$ cat src/rtl/ppd_cfg.svh
// Constants of the pin power-down hold block
// Functional notes
// - Enabled power-down pin driven high puts the device into power-down.
// - Entering power-down captures and holds all outputs and internal states.
// - Registered and combinational outputs keep their entry values during power-down.
// - Outputs tri-stated at entry stay tri-stated through power-down.
// - During power-down every input, clock and output-enable is ignored.
// - Input and I/O hold latches stay active during power-down.
// - Power-down behaviour exists only when selected; otherwise an ordinary pin.
// - With power-down enabled, the pin's array input is blocked from user logic.
// - The power-down pin's macrocell register and foldback stay usable.
// - Pin high for 5 ns makes the device disregard inputs, enables, clocks.
// - Inputs, enables and clocks accepted again within 2 us of pin falling.
// - Outputs valid again within 2 us of the pin falling.
// - Two power-down pins, each able to serve the power-down function.
`ifndef PPD_CFG_SVH
`define PPD_CFG_SVH

`define PPD_N_MC         32
`define PPD_N_SLP        2
`define PPD_SLP1_MC      6
`define PPD_SLP2_MC      30
`define PPD_RST_BIT      1'b0
`define PPD_AWAKE_RST    1'b1

`define PPD_CLK_PERIOD_NS 50
`define PPD_T_SETUP_NS    10
`define PPD_T_IGNORE_NS   5
`define PPD_T_RECOVER_NS  2000

// Least time rounds up, longest time rounds down, never below one cycle
`define PPD_SETUP_CYC   ((`PPD_T_SETUP_NS + `PPD_CLK_PERIOD_NS - 1) / `PPD_CLK_PERIOD_NS)
`define PPD_IGNORE_CYC  ((`PPD_T_IGNORE_NS / `PPD_CLK_PERIOD_NS) < 1 ? 1 : (`PPD_T_IGNORE_NS / `PPD_CLK_PERIOD_NS))
`define PPD_RECOVER_CYC ((`PPD_T_RECOVER_NS / `PPD_CLK_PERIOD_NS) < 1 ? 1 : (`PPD_T_RECOVER_NS / `PPD_CLK_PERIOD_NS))

`endif

$ cat src/rtl/ppd_pkg.sv
// Types of the pin power-down hold block
`include "ppd_cfg.svh"
package ppd_pkg;

   typedef enum logic [1:0] {
      PPD_RUN,
      PPD_DOWN,
      PPD_WAKE
   } ppd_state_e;

   typedef struct packed {
      logic [`PPD_N_MC-1:0] out;
      logic [`PPD_N_MC-1:0] oe;
   } ppd_pins_s;

endpackage

$ cat src/rtl/ppd_hold_bank.sv
// Register bank that holds its contents while frozen
`timescale 1ns/100ps
`include "ppd_cfg.svh"
module ppd_hold_bank #(
   parameter int W = 1
) (
   input  wire logic         clk_i,
   input  wire logic         rst_b_i,
   input  wire logic         hold_i,
   input  wire logic [W-1:0] d_i,
   output logic      [W-1:0] q_o
);

   always_ff @(posedge clk_i)
   begin
      if (!rst_b_i)
      begin
         q_o <= {W{`PPD_RST_BIT}};
      end
      else if (!hold_i)
      begin
         q_o <= d_i;
      end
   end

endmodule

$ cat src/rtl/ppd_recover_timer.sv
// Recovery counter started when the power-down pin falls
`timescale 1ns/100ps
module ppd_recover_timer #(
   parameter int CNT_W = 6,
   parameter int COUNT = 39
) (
   input  wire logic clk_i,
   input  wire logic rst_b_i,
   input  wire logic clr_i,
   input  wire logic run_i,
   output logic      done_o
);

   logic [CNT_W-1:0] cnt_q;
   logic [CNT_W-1:0] last_w;

   assign last_w = CNT_W'(COUNT - 1);
   assign done_o = run_i && (cnt_q == last_w);

   always_ff @(posedge clk_i)
   begin
      if (!rst_b_i || clr_i)
      begin
         cnt_q <= '0;
      end
      else if (run_i && !done_o)
      begin
         cnt_q <= cnt_q + CNT_W'(1);
      end
   end

endmodule

$ cat src/rtl/ppd_top.sv
// Pin power-down hold logic around a bank of macrocells
`timescale 1ns/100ps
`include "ppd_cfg.svh"
module ppd_top
   import ppd_pkg::*;
#(
   parameter int RECOVER_CYC = `PPD_RECOVER_CYC
) (
   input  wire logic                  clk_i,
   input  wire logic                  rst_b_i,
   input  wire logic [`PPD_N_SLP-1:0] cfg_slp_en_i,
   input  wire logic [`PPD_N_MC-1:0]  cfg_comb_i,
   input  wire logic                  global_clock_pin_i,
   input  wire logic                  oe_pin_i,
   input  wire logic [`PPD_N_MC-1:0]  io_in_i,
   output logic      [`PPD_N_MC-1:0]  io_out_o,
   output logic      [`PPD_N_MC-1:0]  io_oe_o,
   output logic      [`PPD_N_MC-1:0]  keep_val_o,
   output logic      [`PPD_N_MC-1:0]  keep_en_o,
   output logic                       frozen_o,
   output logic                       awake_o
);

   localparam int N        = `PPD_N_MC;
   localparam int REC_MAX  = `PPD_RECOVER_CYC;
   localparam int IGN_MAX  = `PPD_IGNORE_CYC;
   localparam int TMR_W    = $clog2(RECOVER_CYC + 1);

   // Pin positions of the power-down pins inside the I/O bank
   function automatic logic [N-1:0] slp_mask_f(input logic [`PPD_N_SLP-1:0] en);
      logic [N-1:0] m;
      m                = '0;
      m[`PPD_SLP1_MC]  = en[0];
      m[`PPD_SLP2_MC]  = en[1];
      return m;
   endfunction

   ppd_state_e       state_q;
   ppd_state_e       state_d;
   logic [`PPD_N_SLP-1:0] power_down_pin;
   logic             slp_req;
   logic             freeze;
   logic             tmr_clr;
   logic             tmr_run;
   logic             tmr_done;
   logic [N-1:0]     slp_mask;
   logic [N-1:0]     arr_in;
   logic [N-1:0]     fold;
   logic [N-1:0]     comb_v;
   logic [N-1:0]     mc_q;
   logic [N-1:0]     mc_d;
   logic [N-1:0]     mc_next;
   logic             clk_pin_q;
   logic             clk_edge;
   ppd_pins_s        pins_d;
   ppd_pins_s        pins_q;
   logic [N-1:0]     keep_val_q;
   logic [N-1:0]     keep_en_q;
   logic             frozen_q;
   logic             awake_q;

   // Power-down pins are shared with two macrocell I/O pins
   assign power_down_pin[0] = io_in_i[`PPD_SLP1_MC];
   assign power_down_pin[1] = io_in_i[`PPD_SLP2_MC];

   // A pin acts as power-down only when its option is selected
   assign slp_req  = |(power_down_pin & cfg_slp_en_i);

   // Freeze from the first edge that sees the pin high, until recovery ends
   assign freeze   = slp_req || (state_q != PPD_RUN);

   assign slp_mask = slp_mask_f(cfg_slp_en_i);

   // Array input from an enabled power-down pin is forced low
   assign arr_in   = io_in_i & ~slp_mask;

   // Foldback from the neighbouring macrocell, buried registers included
   assign fold    = {mc_q[0], mc_q[N-1:1]};
   assign comb_v  = arr_in ^ fold;
   assign mc_d    = comb_v;

   // Clock pin edges only count outside the frozen interval
   assign clk_edge = global_clock_pin_i && !clk_pin_q && !freeze;

   always_ff @(posedge clk_i)
   begin
      if (!rst_b_i)
      begin
         clk_pin_q <= `PPD_RST_BIT;
      end
      else if (!freeze)
      begin
         clk_pin_q <= global_clock_pin_i;
      end
   end

   // Macrocell registers: updated on a clock pin edge, held otherwise
   ppd_hold_bank #(
      .W (N)
   ) u_mc_bank (
      .clk_i   (clk_i),
      .rst_b_i (rst_b_i),
      .hold_i  (!clk_edge),
      .d_i     (mc_d),
      .q_o     (mc_q)
   );

   assign mc_next    = clk_edge ? mc_d : mc_q;

   // Output pins: registered or combinational per macrocell, with global enable
   assign pins_d.out = (cfg_comb_i & comb_v) | (~cfg_comb_i & mc_next);
   assign pins_d.oe  = {N{oe_pin_i}} & ~slp_mask;

   // Output data and enables, tri-states included, hold while frozen
   ppd_hold_bank #(
      .W ($bits(ppd_pins_s))
   ) u_pin_bank (
      .clk_i   (clk_i),
      .rst_b_i (rst_b_i),
      .hold_i  (freeze),
      .d_i     (pins_d),
      .q_o     (pins_q)
   );

   // Pin keepers track pin levels while running and hold them while frozen
   always_ff @(posedge clk_i)
   begin
      if (!rst_b_i)
      begin
         keep_val_q <= '0;
         keep_en_q  <= '0;
      end
      else
      begin
         if (!freeze)
         begin
            keep_val_q <= io_in_i;
         end
         keep_en_q <= {N{freeze}} & ~pins_q.oe;
      end
   end

   // Recovery timer: sequence back to run within the recovery bound
   assign tmr_clr = (state_q != PPD_WAKE);
   assign tmr_run = (state_q == PPD_WAKE) && !slp_req;

   ppd_recover_timer #(
      .CNT_W (TMR_W),
      .COUNT (RECOVER_CYC - 1)
   ) u_timer (
      .clk_i   (clk_i),
      .rst_b_i (rst_b_i),
      .clr_i   (tmr_clr),
      .run_i   (tmr_run),
      .done_o  (tmr_done)
   );

   always_comb
   begin
      state_d = state_q;
      case (state_q)
         PPD_RUN:
         begin
            if (slp_req)
            begin
               state_d = PPD_DOWN;
            end
         end
         PPD_DOWN:
         begin
            if (!slp_req)
            begin
               state_d = PPD_WAKE;
            end
         end
         PPD_WAKE:
         begin
            if (slp_req)
            begin
               state_d = PPD_DOWN;
            end
            else if (tmr_done)
            begin
               state_d = PPD_RUN;
            end
         end
         default:
         begin
            state_d = PPD_RUN;
         end
      endcase
   end

   always_ff @(posedge clk_i)
   begin
      if (!rst_b_i)
      begin
         state_q     <= PPD_RUN;
         frozen_q    <= `PPD_RST_BIT;
         awake_q     <= `PPD_AWAKE_RST;
      end
      else
      begin
         state_q     <= state_d;
         frozen_q    <= freeze;
         awake_q     <= (state_d == PPD_RUN);
      end
   end

   assign io_out_o    = pins_q.out;
   assign io_oe_o     = pins_q.oe;
   assign keep_val_o  = keep_val_q;
   assign keep_en_o   = keep_en_q;
   assign frozen_o    = frozen_q;
   assign awake_o     = awake_q;
endmodule

$ cat config.mk
export PLATFORM = sky130hd
export DESIGN_NAME = ppd_top
export DESIGN_NICKNAME = d
export VERILOG_FILES = /design/src/rtl/ppd_pkg.sv /design/src/rtl/ppd_hold_bank.sv /design/src/rtl/ppd_recover_timer.sv /design/src/rtl/ppd_top.sv
export VERILOG_INCLUDE_DIRS = /design/src /design/src/rtl
export SDC_FILE = /design/constraint.sdc
export NUM_CORES = 1
export LEC_CHECK = 0
export BUFFER_PORTS_ARGS = -buffer_cell sky130_fd_sc_hd__buf_2
export CAP_MARGIN = 20
export CORE_UTILIZATION = 54
export CTS_BUF_LIST = sky130_fd_sc_hd__clkbuf_4 sky130_fd_sc_hd__clkbuf_8 sky130_fd_sc_hd__clkbuf_16
export CTS_CLUSTER_SIZE = 10
export DETAILED_ROUTE_END_ITERATION = 6
export PLACE_DENSITY = 0.84
export SETUP_SLACK_MARGIN = 0.5
export SYNTH_ARGS = -nofsm -noshare
export SYNTH_HDL_FRONTEND = slang
export SYNTH_HIERARCHICAL = 1
export SYNTH_SLANG_ARGS = --single-unit
$ cat constraint.sdc
create_clock -name clk_i -period 2 [get_ports clk_i]
set_input_delay 0.1 -clock clk_i [delete_from_list [all_inputs] [get_ports clk_i]]
set_output_delay 0.1 -clock clk_i [all_outputs]
set_load 0.03 [all_outputs]
# --- Yosys cells after proc, flatten, opt, wreduce, memory -nomap -nowiden ---
# Cells that the tools add are included.
word_totals:
  input_bits: 70
  word_cells: 47
  register_bits: 171
  output_inout_bits: 130
op_classes:
  eq_ne: 4
  muxes: 6
  n_reduce_logical: 16
  n_addsub: 1
  bitwise: 11
ops:
  columns: ["operator", "n"]
  rows:
  - ["32-bit bitwise AND", 5]
  - ["32-bit inverter", 2]
  - ["32-bit 2-to-1 mux", 1]
  - ["31-bit inverter with 32-bit output", 1]
  - ["32-bit OR", 1]
  - ["32-bit bitwise XOR", 1]
  - ["2-bit 2-to-1 mux", 4]
  - ["6-bit by 1-bit adder with 6-bit output (second input constant)", 1]
  - ["6-bit == test (second input constant)", 1]
  - ["2-bit case mux with 3 select lines", 1]
  - ["1-bit logical AND", 5]
  - ["1-bit logical NOT", 5]
  - ["2-bit logical NOT", 2]
  - ["2-bit bitwise AND", 1]
  - ["2-bit by 1-bit == test with 1-bit output (second input constant)", 1]
  - ["2-bit == test (second input constant)", 1]
  - ["1-bit logical OR", 2]
  - ["2-bit != test (second input constant)", 1]
  - ["2-bit nonzero test", 1]
  - ["2-bit OR reduction", 1]

# --- Longest topological paths before layout ---
depth:
  ltp_word: 9
  depth_mapped: 9
  ltp_nobuf: 7

# --- Hierarchy ---
# Netlist, hierarchy kept.
by_module_without_submodules:
  columns: ["module", "instances", "area_per_inst_um2", "cells_each", "seq_area_each_um2"]
  rows:
  - ["ppd_top", 1, 3413.3, 347, 1381.3]
  - ["ppd_hold_bank (u_pin_bank)", 1, 2451.1, 206, 1281.2]
  - ["ppd_hold_bank (u_mc_bank)", 1, 1243.7, 103, 640.6]
  - ["ppd_recover_timer", 1, 382.9, 40, 120.1]

# --- Least setup slack after synthesis ---
# OpenSTA, ideal clock, no wires.
synth_timing:
  kind: "flip-flop to flip-flop"
  start: "reg state_q[0]"
  end: "reg u_pin_bank.q_o[10]"
  synth_period_minus_slack_ns: 1.671
  arrival_time_ns: 1.555
  path_buffers: 4
  setup_time_ns: 0.116
  required_ns: 1.884
  stages_incl_launch_ff: 9
  setup_slack_ns: 0.329
  path_cell_list: "dfxtp_1 buf_6 nor2_1 clkbuf_1 nand2_1 buf_6 buf_8 mux2i_1 nor2b_1"
synth_between:
  elab_chain_cells: 2
synth_lines:
  columns: ["item", "line", "rtl"]
  rows:
  - ["from (decl)", "ppd_top.sv:38", "ppd_state_e state_q;"]
  - ["from (signal assigned)", "ppd_top.sv:204", "state_q <= state_d;"]
  - ["2-bit nonzero test", "ppd_top.sv:70", "assign freeze = slp_req || (state_q != PPD_RUN);"]
  - ["1-bit logical OR", "ppd_top.sv:70", null]
  - ["named net freeze", "ppd_top.sv:42", "logic freeze;"]
  - ["to (signal assigned)", "ppd_hold_bank.sv:18", "q_o <= {W{`PPD_RST_BIT}};"]
  - ["to (signal assigned)", "ppd_hold_bank.sv:22", "q_o <= d_i;"]
  - ["to (decl)", "ppd_hold_bank.sv:11", "output logic [W-1:0] q_o"]
# The timed path passes the listed nets, and every way through them passes these cells.
# A chain may end at the register's enable or synchronous reset.

# --- Worst setup path in the final report ---
layout_timing:
  start: "reg state_q[1]"
  end: "reg u_mc_bank.q_o[1]"
layout_between:
  elab_chain_cells: 5
layout_lines:
  columns: ["item", "line", "rtl"]
  rows:
  - ["2-bit nonzero test", "ppd_top.sv:70", null]
  - ["1-bit logical OR", "ppd_top.sv:70", null]
  - ["1-bit logical NOT", null, null]
  - ["1-bit logical AND", "ppd_top.sv:83", "assign clk_edge = global_clock_pin_i && !clk_pin_q && !freeze;"]
  - ["32-bit 2-to-1 mux", null, null]
  - ["to (signal assigned)", "ppd_hold_bank.sv:18", null]
  - ["to (signal assigned)", "ppd_hold_bank.sv:22", null]
  - ["to (decl)", "ppd_hold_bank.sv:11", null]
# Every way passes these cells.

==> results.sh <==
export IMPL_cts_root_buf="clkbuf_16"
export IMPL_fin_total_pwr_mw=9.04
export IMPL_finalHoldViolCount=0
export IMPL_synth_top_area_cell="dfxtp_1"
export IMPL_synth_most_common_cell="dfxtp_1"
export IMPL_grt_pass1_vias=5503
export IMPL_setup_viol=0
export IMPL_ios=200
export IMPL_placed_area_sq_um=8530
export IMPL_ys_seq_area_frac=0.457
export IMPL_ys_top_cells_by_count="171 x dfxtp_1, 99 x nor2b_1, 96 x mux2i_1, 38 x nor2_1, 35 x o21ai_0"
export IMPL_finalSetupTns_ns=0
export IMPL_p_int_mw=6.31
export IMPL_worst_ep_arrival_time_ns=2.06
export IMPL_power_density_nw_per_um2=914
export IMPL_status="completed"
export IMPL_syn_area_per_cell_sq_um=10.8
export IMPL_start_util=0.559
export IMPL_relSlewSlack=0.657
export IMPL_route_detailed_drc=0
export IMPL_postLayoutCellArea_sq_um=9880
export IMPL_antenna_found_initial=0
export IMPL_clockBufferDepth=2
export IMPL_vias=5856
export IMPL_gp_routability_congestion=0.844
export IMPL_rsz0062_at_grt="yes"
export IMPL_post_route_period_util=0.874
export IMPL_cts_tree="yes"
export IMPL_dieArea_sq_um=14300
export IMPL_ir_drop_uv=656
export IMPL_r2r_cells=7
export IMPL_leakage_nw=4.74
export IMPL_period_minus_slack_ns=1.75
export IMPL_seq_power_share=0.423
export IMPL_fill_cells=937
export IMPL_ys_seq_elements=171
export IMPL_wl_per_cell_um=17.3
export IMPL_clock_fmax_mhz=572
export IMPL_grt_pass1_wl_um=28200
export IMPL_synth_cells=696
export IMPL_synth_edff_count=0
export IMPL_drt_total_wl_um=19300
export IMPL_combPwrFrac=0.225
export IMPL_h_tree_depth=4
export IMPL_sw_frac_of_total=0.302
export IMPL_postLayoutCoreUtil=0.738
export IMPL_synthArstFlopShare=0
export IMPL_critPathKind="reg2reg"
export IMPL_cts_sinks=171
export IMPL_netlist_area_sq_um=7490
export IMPL_clk_latency_ns=0.43
export IMPL_syn_num_nets=768
export IMPL_n_antenna_cell=0
export IMPL_r2r_end="u_mc_bank/q_o[1]"
export IMPL_via_per_inst=5.25
export IMPL_ys_flop_type="dfxtp_1"
export IMPL_antenna_left=0
export IMPL_track_usage=0.254
export IMPL_grt_start_max_net_pins=53
export IMPL_nets=1001
export IMPL_num_rows=42
export IMPL_critPathLaunch="state_q[1]"
export IMPL_cap_violations=0
export IMPL_die_h_um=120
export IMPL_clk_pin_slew_ns=0.06
export IMPL_cts_buffers=17
export IMPL_r2r_start="state_q[1]"
export IMPL_min_path_type="in2reg"
export IMPL_synth_area_leaders="dfxtp_1 46%, mux2i_1 13%, nor2b_1 8.3%, mux2_4 5.8%, xor2_1 3.6%"
export IMPL_die_w_um=120
export IMPL_core_area_sq_um=13400
export IMPL_critPathRequiredTime_ns=2.31
export IMPL_io_buffers=199
export IMPL_worst_pin_slew_ns=0.514
export IMPL_initialDrtViolationCount=451
export IMPL_clkPwrFrac=0.352
export IMPL_critical_path_max_fanout=14
export IMPL_start_kind="flop"
export IMPL_area_growth_pct=32.0
export IMPL_r2r_setup_slack_ns=0.25
export IMPL_worst_clock_skew_ns=0.00755
export IMPL_end_kind="flop"
export IMPL_gr_total_overflow=0
export IMPL_post_dp_hpwl_um=11300
export IMPL_net_switching_power_mw=2.73
export IMPL_yosysWarnings=6
export IMPL_synth_top_area_frac=0.457
export IMPL_drv_slew=0
export IMPL_synth_cell_type_count=45
export IMPL_drt_pass1_iter_count=5
export IMPL_drive_gt1_frac=0.365
export IMPL_cp_endpoint="u_mc_bank/q_o[1]"
registers in the layout, indices dropped and copies added, names as in the netlist:
name	flops
u_pin_bank/q_o	64
keep_en_o	32
keep_val_o	32
u_mc_bank/q_o	32
u_timer/cnt_q	6
state_q	2
awake_o	1
clk_pin_q	1
frozen_o	1
placed cells by master, fill, tap and decap left out, types with 3 or more instances in the layout:
cell type / n
a21oi_2: 17
dfxtp_1: 168
buf_6: 6
dlygate4sd3_1: 33
o21ai_1: 3
nor2b_1: 99
mux2_2: 3
xor2_1: 31
mux2i_1: 95
inv_1: 3
o21ai_0: 32
a21oi_1: 5
clkbuf_16: 22
a21oi_4: 14
inv_6: 5
nand3_1: 34
buf_2: 198
buf_12: 9
nor2_1: 34
a21boi_0: 31
nor2_2: 3
nand2_1: 3
mux2_4: 29
buf_4: 12
nand2b_1: 4
kinds of logic after synthesis:
group,share of synthesized area
buf+inv,0.0531
fa+ha+maj,0.00334
flops,0.457
compound gates,0.106
mux,0.191
xor+xnor,0.0386
simple gates,0.151
through the flow:
step,setup WS (ns),std cells,hold slack (ns)
floorplan,0.377,696,0.228
global placement,0.279,1036,0.370
detailed placement,0.215,1036,0.386
CTS,0.334,1106,0.0973
global route,0.242,1116,0.119
finish,0.252,1116,0.123
worst min-delay path by stage:
stage / start / end / depth (start not counted)
floorplan: rst_b_i / u_mc_bank/q_o[29] / 1
global placement: global_clock_pin_i / clk_pin_q / 3
detailed placement: global_clock_pin_i / clk_pin_q / 3
CTS: cfg_slp_en_i[1] / u_pin_bank/q_o[30] / 4
global route: cfg_slp_en_i[1] / u_pin_bank/q_o[30] / 4
finish: cfg_slp_en_i[1] / u_pin_bank/q_o[30] / 4
cell type report:
cell class | count | area (sq um) | area share
Sequential cell | 171 | 3430 | 0.347
Multi-Input combinational cell | 471 | 3820 | 0.386
Clock buffer | 19 | 453 | 0.0458
Tap cell | 176 | 220 | 0.0223
Timing Repair Buffer | 265 | 1840 | 0.186
Inverter | 3 | 11.3 | 0.00114
Clock inverter | 11 | 111 | 0.0113
what timing repair did:
item                                   CTS  global route
endpoints found under the hold margin   33             0
gates cloned                             2             5
gates resized for setup                 16            36
buffers inserted                         5             5
hold buffers                            33             0
pin swaps                                4            18
setup endpoints to repair               70           102
power by group through the flow:
stage / combinational [mW] / clock (mW) / sequential (mW)
2_1_floorplan: 0.925 / 0 / 4.29
3_3_place_gp: 1.76 / 0 / 3.88
3_5_place_dp: 1.79 / 0 / 3.89
4_1_cts: 1.89 / 3.23 / 3.82
5_1_grt: 2.15 / 3.37 / 3.85
6_report: 2.03 / 3.19 / 3.82
per-layer routing:
layer  global-route usage  vias to the layer above  wire length, um
li1                     -                     2839                -
met1                0.306                     2758             8140
met2                0.420                      223             9470
met3               0.0737                       36             1150
met4                0.109                        0              511
met5                    0                        -                0
critical path, cell delays in order (launching register included):
cell       delay [ns]
dfxtp_4          0.36
nor4b_4          0.28
buf_6            0.22
clkbuf_16        0.19
nand2_4          0.10
buf_12           0.19
mux2i_1          0.21
nor2b_1          0.08
Power figures use the tool's default switching activity.
